<file path="config.mk">
export PLATFORM = sky130hd
export DESIGN_NAME = timer16_capture_pwm_regs
export DESIGN_NICKNAME = d
export VERILOG_FILES = /design/src/rtl/timer16_pkg.sv /design/src/rtl/timer16_capture_pwm_regs.sv /design/src/rtl/capture_unit.sv
export VERILOG_INCLUDE_DIRS = /design/src /design/src/rtl
export SDC_FILE = /design/constraint.sdc
export NUM_CORES = 1
export LEC_CHECK = 0
export ABC_CLOCK_PERIOD_IN_PS = 5000
export BUFFER_PORTS_ARGS = -buffer_cell sky130_fd_sc_hd__buf_2
export CAP_MARGIN = 20
export CORE_MARGIN = 2
export CORE_UTILIZATION = 60
export CTS_CLUSTER_DIAMETER = 60
export DETAILED_ROUTE_END_ITERATION = 16
export PLACE_DENSITY = 0.77
export RECOVER_POWER = 100
export SLEW_MARGIN = 25
export SYNTH_ARGS = -nofsm -noshare
export SYNTH_HDL_FRONTEND = slang
export SYNTH_HIERARCHICAL = 1
export SYNTH_SLANG_ARGS = --single-unit
</file>
<file path="constraint.sdc">
create_clock -name CLK -period 5 [get_ports CLK]
set_input_delay 1 -clock CLK [delete_from_list [all_inputs] [get_ports CLK]]
set_output_delay 1 -clock CLK [all_outputs]
set_load 0.05 [all_outputs]
</file>
<file path="src/rtl/timer16_defines.svh">
// Register offsets, field codes, reset values and limits of the 16-bit timer
`ifndef TIMER16_DEFINES_SVH
`define TIMER16_DEFINES_SVH

// ****************************************
// Register offsets on the I/O bus
// ****************************************
`define CAP_LOW_ADDR 6'h26
`define CAP_HIGH_ADDR 6'h27
`define CMP_LOW_ADDR 6'h2a
`define CMP_HIGH_ADDR 6'h2b
`define CNT_LOW_ADDR 6'h2c
`define CNT_HIGH_ADDR 6'h2d

// ****************************************
// Field codes
// ****************************************
`define CS_STOP 3'h0
`define CS_DIRECT 3'h1
`define PWM_OFF 2'h0
`define PWM_8BIT 2'h1
`define PWM_9BIT 2'h2
`define PWM_10BIT 2'h3
`define COM_OFF 2'h0
`define COM_TOGGLE 2'h1
`define COM_CLEAR 2'h2
`define COM_SET 2'h3

// ****************************************
// Reset values and counter limits
// ****************************************
`define WORD_RESET 16'h0000
`define BYTE_RESET 8'h00
`define TOP_8BIT 16'h00ff
`define TOP_9BIT 16'h01ff
`define TOP_10BIT 16'h03ff
`define TOP_FULL 16'hffff

`endif

</file>
<file path="src/rtl/timer16_pkg.sv">
// Types shared by the 16-bit timer modules
package timer16_pkg;

    // Host bus request, one access per cycle
    typedef struct packed {
        logic [5:0] addr;
        logic [7:0] wdata;
        logic wr;
        logic rd;
    } io_req_t;

    // Control bits decoded outside the block
    typedef struct packed {
        logic [2:0] clock_source_select;
        logic [1:0] pwm_select;
        logic [1:0] compare_output_mode;
        logic capture_edge_select;
    } timer_cfg_t;

    // One bit per timer event
    typedef struct packed {
        logic overflow;
        logic compare;
        logic capture;
    } flag_set_t;

    typedef enum logic {COUNT_UP, COUNT_DOWN} dir_t;

    typedef struct packed {
        logic [15:0] count;
        logic [7:0] temp;
        logic [15:0] cmp_buf;
        logic [15:0] cmp_act;
        dir_t dir;
        logic oc_pin;
        logic oc_en;
        logic [7:0] rdata;
        logic ovf_flag;
        logic cmp_flag;
        flag_set_t irq;
    } main_state_t;

    typedef struct packed {
        logic prev;
        logic [15:0] value;
        logic flag;
    } capture_state_t;

endpackage

</file>
<file path="src/rtl/timer16_capture_pwm_regs.sv">
// Sixteen-bit timer with shared byte latch, input capture and phase-correct PWM
`include "timer16_defines.svh"

// How it works
// - High count write stages; low write loads
// - Low count read latches high byte
// - One byte latch shared by all pairs
// - Written count holds, then resumes counting
// - Compare pair loads together, compared continuously
// - Edge copies count, sets capture flag
// - Low capture read latches high byte
// - PWM counts up to top, back down
// - PWM match drives pin per mode
// - PWM compare buffered until top
// - Compare reads return buffered value
// - Compare zero gives fixed level, top too with direct clock
// - Top compare: no pulse or deferred
// - PWM overflow flag at bottom turn
// - Flags request interrupts when enabled
// - Edge select chooses falling or rising
// - PWM select codes off, 8, 9, 10
// - Clock code stops, runs direct or takes prescaled tick
module timer16_capture_pwm_regs (
    // Clock and reset
    input wire logic CLK,
    input wire logic RST_N,
    // Host I/O register bus
    input wire timer16_pkg::io_req_t IO_REQ,
    output logic [7:0] IO_RDATA,
    // Control bits and prescaled tick
    input wire timer16_pkg::timer_cfg_t CONFIG,
    input wire logic PRESCALE_TICK,
    // Capture trigger after noise filtering
    input wire logic CAPTURE_INPUT_PIN,
    // Flags and interrupt requests
    input wire timer16_pkg::flag_set_t FLAG_CLEAR,
    input wire timer16_pkg::flag_set_t IRQ_ENABLE,
    input wire logic GLOBAL_IRQ_ENABLE,
    output timer16_pkg::flag_set_t FLAGS,
    output timer16_pkg::flag_set_t IRQ,
    // Compare output pin
    output logic COMPARE_OUTPUT_PIN,
    output logic COMPARE_OUTPUT_ENABLE
);

    // ****************************************
    // Declarations
    // ****************************************
    timer16_pkg::main_state_t st;
    timer16_pkg::main_state_t nx;
    logic tick;
    logic pwm_on;
    logic [15:0] top;
    logic [15:0] cmp_cut;
    logic match;
    logic turn_top;
    logic turn_bottom;
    logic ovf_set;
    logic wr_cnt_hi;
    logic wr_cnt_lo;
    logic wr_cmp_hi;
    logic wr_cmp_lo;
    logic rd_cnt_lo;
    logic rd_cap_lo;
    logic [15:0] cap_value;
    logic cap_flag;
    logic [7:0] cnt_high;
    logic [7:0] cap_high;
    logic [7:0] buf_low;

    // ****************************************
    // Bus decode
    // ****************************************
    assign wr_cnt_hi = IO_REQ.wr && IO_REQ.addr == `CNT_HIGH_ADDR;
    assign wr_cnt_lo = IO_REQ.wr && IO_REQ.addr == `CNT_LOW_ADDR;
    assign wr_cmp_hi = IO_REQ.wr && IO_REQ.addr == `CMP_HIGH_ADDR;
    assign wr_cmp_lo = IO_REQ.wr && IO_REQ.addr == `CMP_LOW_ADDR;
    assign rd_cnt_lo = IO_REQ.rd && IO_REQ.addr == `CNT_LOW_ADDR;
    assign rd_cap_lo = IO_REQ.rd && IO_REQ.addr == `CAP_LOW_ADDR;
    assign cnt_high = st.count[15:8];
    assign cap_high = cap_value[15:8];
    assign buf_low = st.cmp_buf[7:0];

    // ****************************************
    // Timer clock and counting limits
    // ****************************************
    // stop, direct or prescaled clock
    assign tick = (CONFIG.clock_source_select == `CS_STOP) ? 1'b0 :
                  (CONFIG.clock_source_select == `CS_DIRECT) ? 1'b1 : PRESCALE_TICK;
    assign pwm_on = CONFIG.pwm_select != `PWM_OFF;

    always_comb begin
        case (CONFIG.pwm_select)
            `PWM_8BIT: top = `TOP_8BIT;
            `PWM_9BIT: top = `TOP_9BIT;
            `PWM_10BIT: top = `TOP_10BIT;
            default: top = `TOP_FULL;
        endcase
    end

    assign cmp_cut = st.cmp_act & top;
    assign match = tick && st.count == cmp_cut;
    assign turn_top = pwm_on && tick && st.dir == timer16_pkg::COUNT_UP && st.count >= top;
    assign turn_bottom = pwm_on && tick && st.dir == timer16_pkg::COUNT_DOWN
                         && st.count == `WORD_RESET;
    assign ovf_set = pwm_on ? turn_bottom : (tick && !wr_cnt_lo && st.count == `TOP_FULL);

    // ****************************************
    // Capture
    // ****************************************
    capture_unit u_capture (
        .clk(CLK),
        .rst_n(RST_N),
        .pin(CAPTURE_INPUT_PIN),
        .edge_sel(CONFIG.capture_edge_select),
        .flag_clr(FLAG_CLEAR.capture),
        .count(st.count),
        .value(cap_value),
        .flag(cap_flag)
    );

    // ****************************************
    // Next state
    // ****************************************
    always_comb begin
        nx = st;

        if (wr_cnt_hi || wr_cmp_hi) begin
            nx.temp = IO_REQ.wdata;
        end else if (rd_cnt_lo) begin
            nx.temp = st.count[15:8];
        end else if (rd_cap_lo) begin
            nx.temp = cap_value[15:8];
        end

        if (wr_cnt_lo) begin
            nx.count = {st.temp, IO_REQ.wdata};
        end else if (tick) begin
            if (!pwm_on) begin
                nx.count = st.count + 16'h0001;
            end else if (turn_top) begin
                nx.count = st.count - 16'h0001;
                nx.dir = timer16_pkg::COUNT_DOWN;
            end else if (turn_bottom) begin
                nx.count = st.count + 16'h0001;
                nx.dir = timer16_pkg::COUNT_UP;
            end else if (st.dir == timer16_pkg::COUNT_UP) begin
                nx.count = st.count + 16'h0001;
            end else begin
                nx.count = st.count - 16'h0001;
            end
        end
        if (!pwm_on) begin
            nx.dir = timer16_pkg::COUNT_UP;
        end

        if (wr_cmp_lo) begin
            nx.cmp_buf = {st.temp, IO_REQ.wdata};
        end
        if (!pwm_on) begin
            nx.cmp_act = nx.cmp_buf;
        end else if (turn_top) begin
            nx.cmp_act = st.cmp_buf;
        end

        if (pwm_on) begin
            nx.oc_en = CONFIG.compare_output_mode[1];
        end else begin
            nx.oc_en = CONFIG.compare_output_mode != `COM_OFF;
        end

        if (pwm_on && match) begin
            if (cmp_cut == `WORD_RESET) begin
                nx.oc_pin = CONFIG.compare_output_mode[0];
            end else if (cmp_cut == top) begin
                if (CONFIG.clock_source_select == `CS_DIRECT) begin
                    nx.oc_pin = ~CONFIG.compare_output_mode[0];
                end else begin
                    nx.oc_pin = ~st.oc_pin;
                end
            end else if (st.dir == timer16_pkg::COUNT_UP) begin
                nx.oc_pin = CONFIG.compare_output_mode[0];
            end else begin
                nx.oc_pin = ~CONFIG.compare_output_mode[0];
            end
        end else if (match) begin
            case (CONFIG.compare_output_mode)
                `COM_TOGGLE: nx.oc_pin = ~st.oc_pin;
                `COM_CLEAR: nx.oc_pin = 1'b0;
                `COM_SET: nx.oc_pin = 1'b1;
                default: nx.oc_pin = st.oc_pin;
            endcase
        end

        // Event flags, a set beats a clear
        nx.ovf_flag = ovf_set | (st.ovf_flag & ~FLAG_CLEAR.overflow);
        nx.cmp_flag = match | (st.cmp_flag & ~FLAG_CLEAR.compare);

        nx.irq.overflow = nx.ovf_flag & IRQ_ENABLE.overflow & GLOBAL_IRQ_ENABLE;
        nx.irq.compare = nx.cmp_flag & IRQ_ENABLE.compare & GLOBAL_IRQ_ENABLE;
        nx.irq.capture = cap_flag & IRQ_ENABLE.capture & GLOBAL_IRQ_ENABLE;

        if (IO_REQ.rd) begin
            if (IO_REQ.addr == `CAP_LOW_ADDR) begin
                nx.rdata = cap_value[7:0];
            end else if (IO_REQ.addr == `CAP_HIGH_ADDR) begin
                nx.rdata = st.temp;
            end else if (IO_REQ.addr == `CMP_LOW_ADDR) begin
                nx.rdata = st.cmp_buf[7:0];
            end else if (IO_REQ.addr == `CMP_HIGH_ADDR) begin
                nx.rdata = st.cmp_buf[15:8];
            end else if (IO_REQ.addr == `CNT_LOW_ADDR) begin
                nx.rdata = st.count[7:0];
            end else if (IO_REQ.addr == `CNT_HIGH_ADDR) begin
                nx.rdata = st.temp;
            end else begin
                nx.rdata = `BYTE_RESET;
            end
        end
    end

    // ****************************************
    // State register and outputs
    // ****************************************
    always_ff @(posedge CLK) begin
        if (!RST_N) begin
            st <= '0;
        end else begin
            st <= nx;
        end
    end

    assign IO_RDATA = st.rdata;
    assign FLAGS.overflow = st.ovf_flag;
    assign FLAGS.compare = st.cmp_flag;
    assign FLAGS.capture = cap_flag;
    assign IRQ = st.irq;
    assign COMPARE_OUTPUT_PIN = st.oc_pin;
    assign COMPARE_OUTPUT_ENABLE = st.oc_en;
endmodule // timer16_capture_pwm_regs

</file>
<file path="src/rtl/capture_unit.sv">
// Edge-triggered capture of the count into a read-only word
`include "timer16_defines.svh"

module capture_unit (
    // Clock and reset
    input wire logic clk,
    input wire logic rst_n,
    // Trigger
    input wire logic pin,
    input wire logic edge_sel,
    input wire logic flag_clr,
    input wire logic [15:0] count,
    // Captured word and flag
    output logic [15:0] value,
    output logic flag
);

    timer16_pkg::capture_state_t st_reg;
    timer16_pkg::capture_state_t st_next;
    logic edge_seen;

    assign edge_seen = edge_sel ? (pin & ~st_reg.prev) : (~pin & st_reg.prev);

    always_comb begin
        st_next = st_reg;
        st_next.prev = pin;
        if (edge_seen) begin
            st_next.value = count;
        end
        st_next.flag = edge_seen | (st_reg.flag & ~flag_clr);
    end

    always_ff @(posedge clk) begin
        if (!rst_n) begin
            st_reg <= '0;
        end else begin
            st_reg <= st_next;
        end
    end

    assign value = st_reg.value;
    assign flag = st_reg.flag;
endmodule // capture_unit

</file>
==> key figures <==
Outcome
  – Outcome: complete, but fails checks
  – Violated checks: capacitance limit, slew limit

Floorplanning
  – Floorplan core area: 9240 um2
  – Starting density of the core: 0.6180
  – Die outline width: 101.6 um
  – # rows: 35
  – DIE HEIGHT: 101.6 um
  – Die Footprint: ~10000 um2
  – I/O pin cnt: just over 50

Timing
  – Largest clock skew in the final design: 0.01416 ns
  – Portion of the clock cycle consumed by the worst path in the final layout: 0.7540
  – Max-Slew Margin vs Limit: -0.4445
  – Maximum operating frequency: about 0.27 GHz
  – Slack of the critical path: 1.230 ns
  – Min Tclk post-route: around 3.8 ns
  – Final max-slew violation count: 18
  – Transition at the pin with the smallest max-transition slack: 2.167 ns
  – Final Setup Violations: 0
  – Setup repair after global routing missed its margin: false
  – Setup TNS: 0 ns
  – Hold violation count in the final report: 0

Global route
  – Number of antenna violations at the first check in global routing: 1
  – Gr ovfl total: 0
  – Global-route wire length before repair: 26.46 mm
  – Largest net degree at the start of global routing: 68
  – Overall routing resource usage: 0.3317
  – Via count of the first global-routing pass: 5175

Route
  – DRC violation total after the first TritonRoute iteration: roughly 650
  – Total number of vias: 5577
  – Detailed-route wire length per cell: 19.79 um
  – Drt drc: 0
  – DRT antenna net count: 0
  – Number of detailed-routing iterations run before antenna repair: 9
  – Via/cell ratio: 6.631
  – Total wire length after detailed routing: 16.65 mm

Clocking
  – Clock insertion delay at the later pin of the skew report: 0.37 ns
  – Clock slew at the register clock pins of the worst setup and hold paths: 0.10 ns
  – TritonCTS clock tree: yes
  – Total clock buffers created by CTS: 9
  – Max clock buf depth: 2
  – Count of hold-fix buffers inserted at cts: 0
  – Maximum level of the CTS H-tree: 3
  – Post-cts resize count: 0
  – Root buffer cell: sky130_fd_sc_hd__clkbuf_8
  – Post-CTS setup buffer count: 0
  – Number of sinks on the clock net: 90

Yosys
  – Primary FF master, synth: sky130_fd_sc_hd__dfxtp_1
  – Sequential-to-total area share from yosys stat: 0.3155
  – Leading cell types by total area after synthesis: sky130_fd_sc_hd__dfxtp_1, sky130_fd_sc_hd__mux2i_1, sky130_fd_sc_hd__nand2_1, sky130_fd_sc_hd__nor2_1, sky130_fd_sc_hd__buf_4
  – Cell with the most instances after synthesis: sky130_fd_sc_hd__dfxtp_1
  – Post-Synthesis Cell Area: around 5700 um2
  – Number of flops mapped to enable cells by yosys: 0
  – Synth Instances: 718
  – Syn_area_per_cell: 7.953 um2
  – Number of synthesized register bits: 90
  – Top-area cell type share of the netlist area: 0.3155
  – Cell variety after synth: 67
  – Total number of yosys warnings: 6
  – Synth area leader: sky130_fd_sc_hd__dfxtp_1
  – Commonest cells in the netlist: sky130_fd_sc_hd__dfxtp_1, sky130_fd_sc_hd__nand2_1, sky130_fd_sc_hd__nor2_1
  – Synthesized Nets: 766
  – Async set or reset register ratio after synthesis: 0

Worst setup path
  – Critical Setup Path Class: in -> reg
  – Slowest cell on crit path: sky130_fd_sc_hd__or4_1
  – Cell depth of the worst flop-to-flop path: 10
  – Worst path most repeated cell: sky130_fd_sc_hd__buf_4
  – Stage delay of the slowest cell on the critical path: 0.58 ns
  – Critical Path Fanout Max: 46
  – Worst reg-to-reg setup slack: 1.67 ns
  – Type of destination of the critical path: register
  – Worst path required time: 5.32 ns
  – Cell Chain, Critical Path: buf_2 -> inv_1 -> ha_1 -> buf_4 -> xor2_1 -> o311ai_0 -> o31a_1 -> o21ai_0 -> buf_4 -> a21oi_1 -> clkbuf_1 -> or4_1 -> nand4_1
  – CP Data Arrival Time: 4.09 ns
  – Startpoint Class: input pin
  – Worst R2R End: st[59]$_SDFFE_PN0P_
  – Crit Reg-Reg Startpoint: cnt_high[3]$_SDFFE_PN0P_

Cells and area
  – Antenna Diode Count: 0
  – Max FFs per register: 41
  – Total number of nets in the final design: about 760
  – Fraction of layout cells with a size suffix above 1: 0.1096
  – Signed area change from the synthesized netlist to the final layout: 3.243%

Placed design
  – Final weighted congestion in routability-driven placement: 0.9427
  – DP Worst Slack: about 1.0 ns
  – Post-detail-place hpwl: 11.56 mm
  – Buffers on Ports: 50

Hold path
  – Worst Hold Launch: u_capture/value[13]$_SDFFE_PN0P_
  – Worst Hold End: u_capture/value[13]$_SDFFE_PN0P_
  – Min-Delay Path Depth: 2
  – Hold Crit Class: reg -> reg

Power
  – Leakage power: approximately 2.4 nW
  – Peak VDD IR: 175.1 uV
  – Pwr/cell area: about 270 nW/um2

Job
  – Maximum capacitance violations: 1
[cells in the final DEF (no fill, tap or decap), drive strengths merged, types with 27 or more instances in the layout]
master / netlist / routed
dfxtp: 90 / 90
clkbuf: 41 / 33
nor2: 61 / 61
nor3: 31 / 31
nand3: 36 / 36
nand4: 27 / 27
nand2: 88 / 88
o21ai: 34 / 34
mux2i: 34 / 34
buf: 41 / 37
[worst max-delay path by stage]
stage | start | endpoint | slack (ns) | cells past startpoint
finish | CONFIG[4] | st[59]$_SDFFE_PN0P_ | 1.23 | 13
global route | CONFIG[4] | st[59]$_SDFFE_PN0P_ | 0.90 | 13
CTS | CONFIG[4] | st[59]$_SDFFE_PN0P_ | 1.43 | 13
detailed placement | CONFIG[4] | st[59]$_SDFFE_PN0P_ | 1.04 | 13
global placement | CONFIG[4] | st[59]$_SDFFE_PN0P_ | 1.19 | 13
floorplan | CONFIG[4] | cnt_high[5]$_SDFFE_PN0P_ | 1.50 | 13
[report_power, final]
part	total, mW	internal, mW	switching (mW)
Sequential	0.767	0.736	0.0310
Combinational	0.227	0.0814	0.145
Clock	0.584	0.289	0.295
[final cells by class]
| cell class | instances | area, um2 |
|---|---|---|
| well taps | 129 | 161.4 |
| multi-input cells | 531 | 3363 |
| clock buffers | 10 | 127.6 |
| clock inverters | 6 | 96.34 |
| flip-flops and latches | 90 | 1802 |
| inverters | 15 | 56.30 |
| repair buffers | 60 | 289.0 |
| fillers | 840 | 3344 |
[stage by stage]
stage	util	total power [mW]	hold slack, ns	cells	area [um2]
floorplan	-	0.9404	0.4314	718	5710
global placement	0.6209	0.9981	0.4440	825	5737
detailed placement	0.6209	1.007	0.4574	825	5737
CTS	0.6451	1.577	0.4707	841	5961
global route	0.6381	1.627	0.4893	841	5896
finish	0.6381	1.578	0.4703	841	5896
[layer usage]
metal | up-vias | part of all wire | GRT usage
met4 | 0 | 0.038 | 0.1518
li1 | 2573 | - | -
met1 | 2617 | 0.41 | 0.4415
met2 | 335 | 0.46 | 0.5304
met5 | - | 0 | 0
met3 | 52 | 0.10 | 0.05107
[logic make-up after synthesis]
logic type,Yosys count,synth area share
AO/OA/AOI/OAI,139,0.1709
XOR/XNOR,21,0.03221
adder cells (fa/ha/maj),13,0.02848
buffers and inverters,97,0.09049
flip-flops,90,0.3155
multiplexers,50,0.09115
AND/OR/NAND/NOR,308,0.2713
[worst max-delay path, delay by kind of cell]
family                   cells  cell delay [ns]
buffers and inverters        5             1.21
AO/OA/AOI/OAI                4             0.76
AND/OR/NAND/NOR              2             0.68
XOR/XNOR                     1             0.24
adder cells (fa/ha/maj)      1             0.17
(Power assumes the default switching activity.)
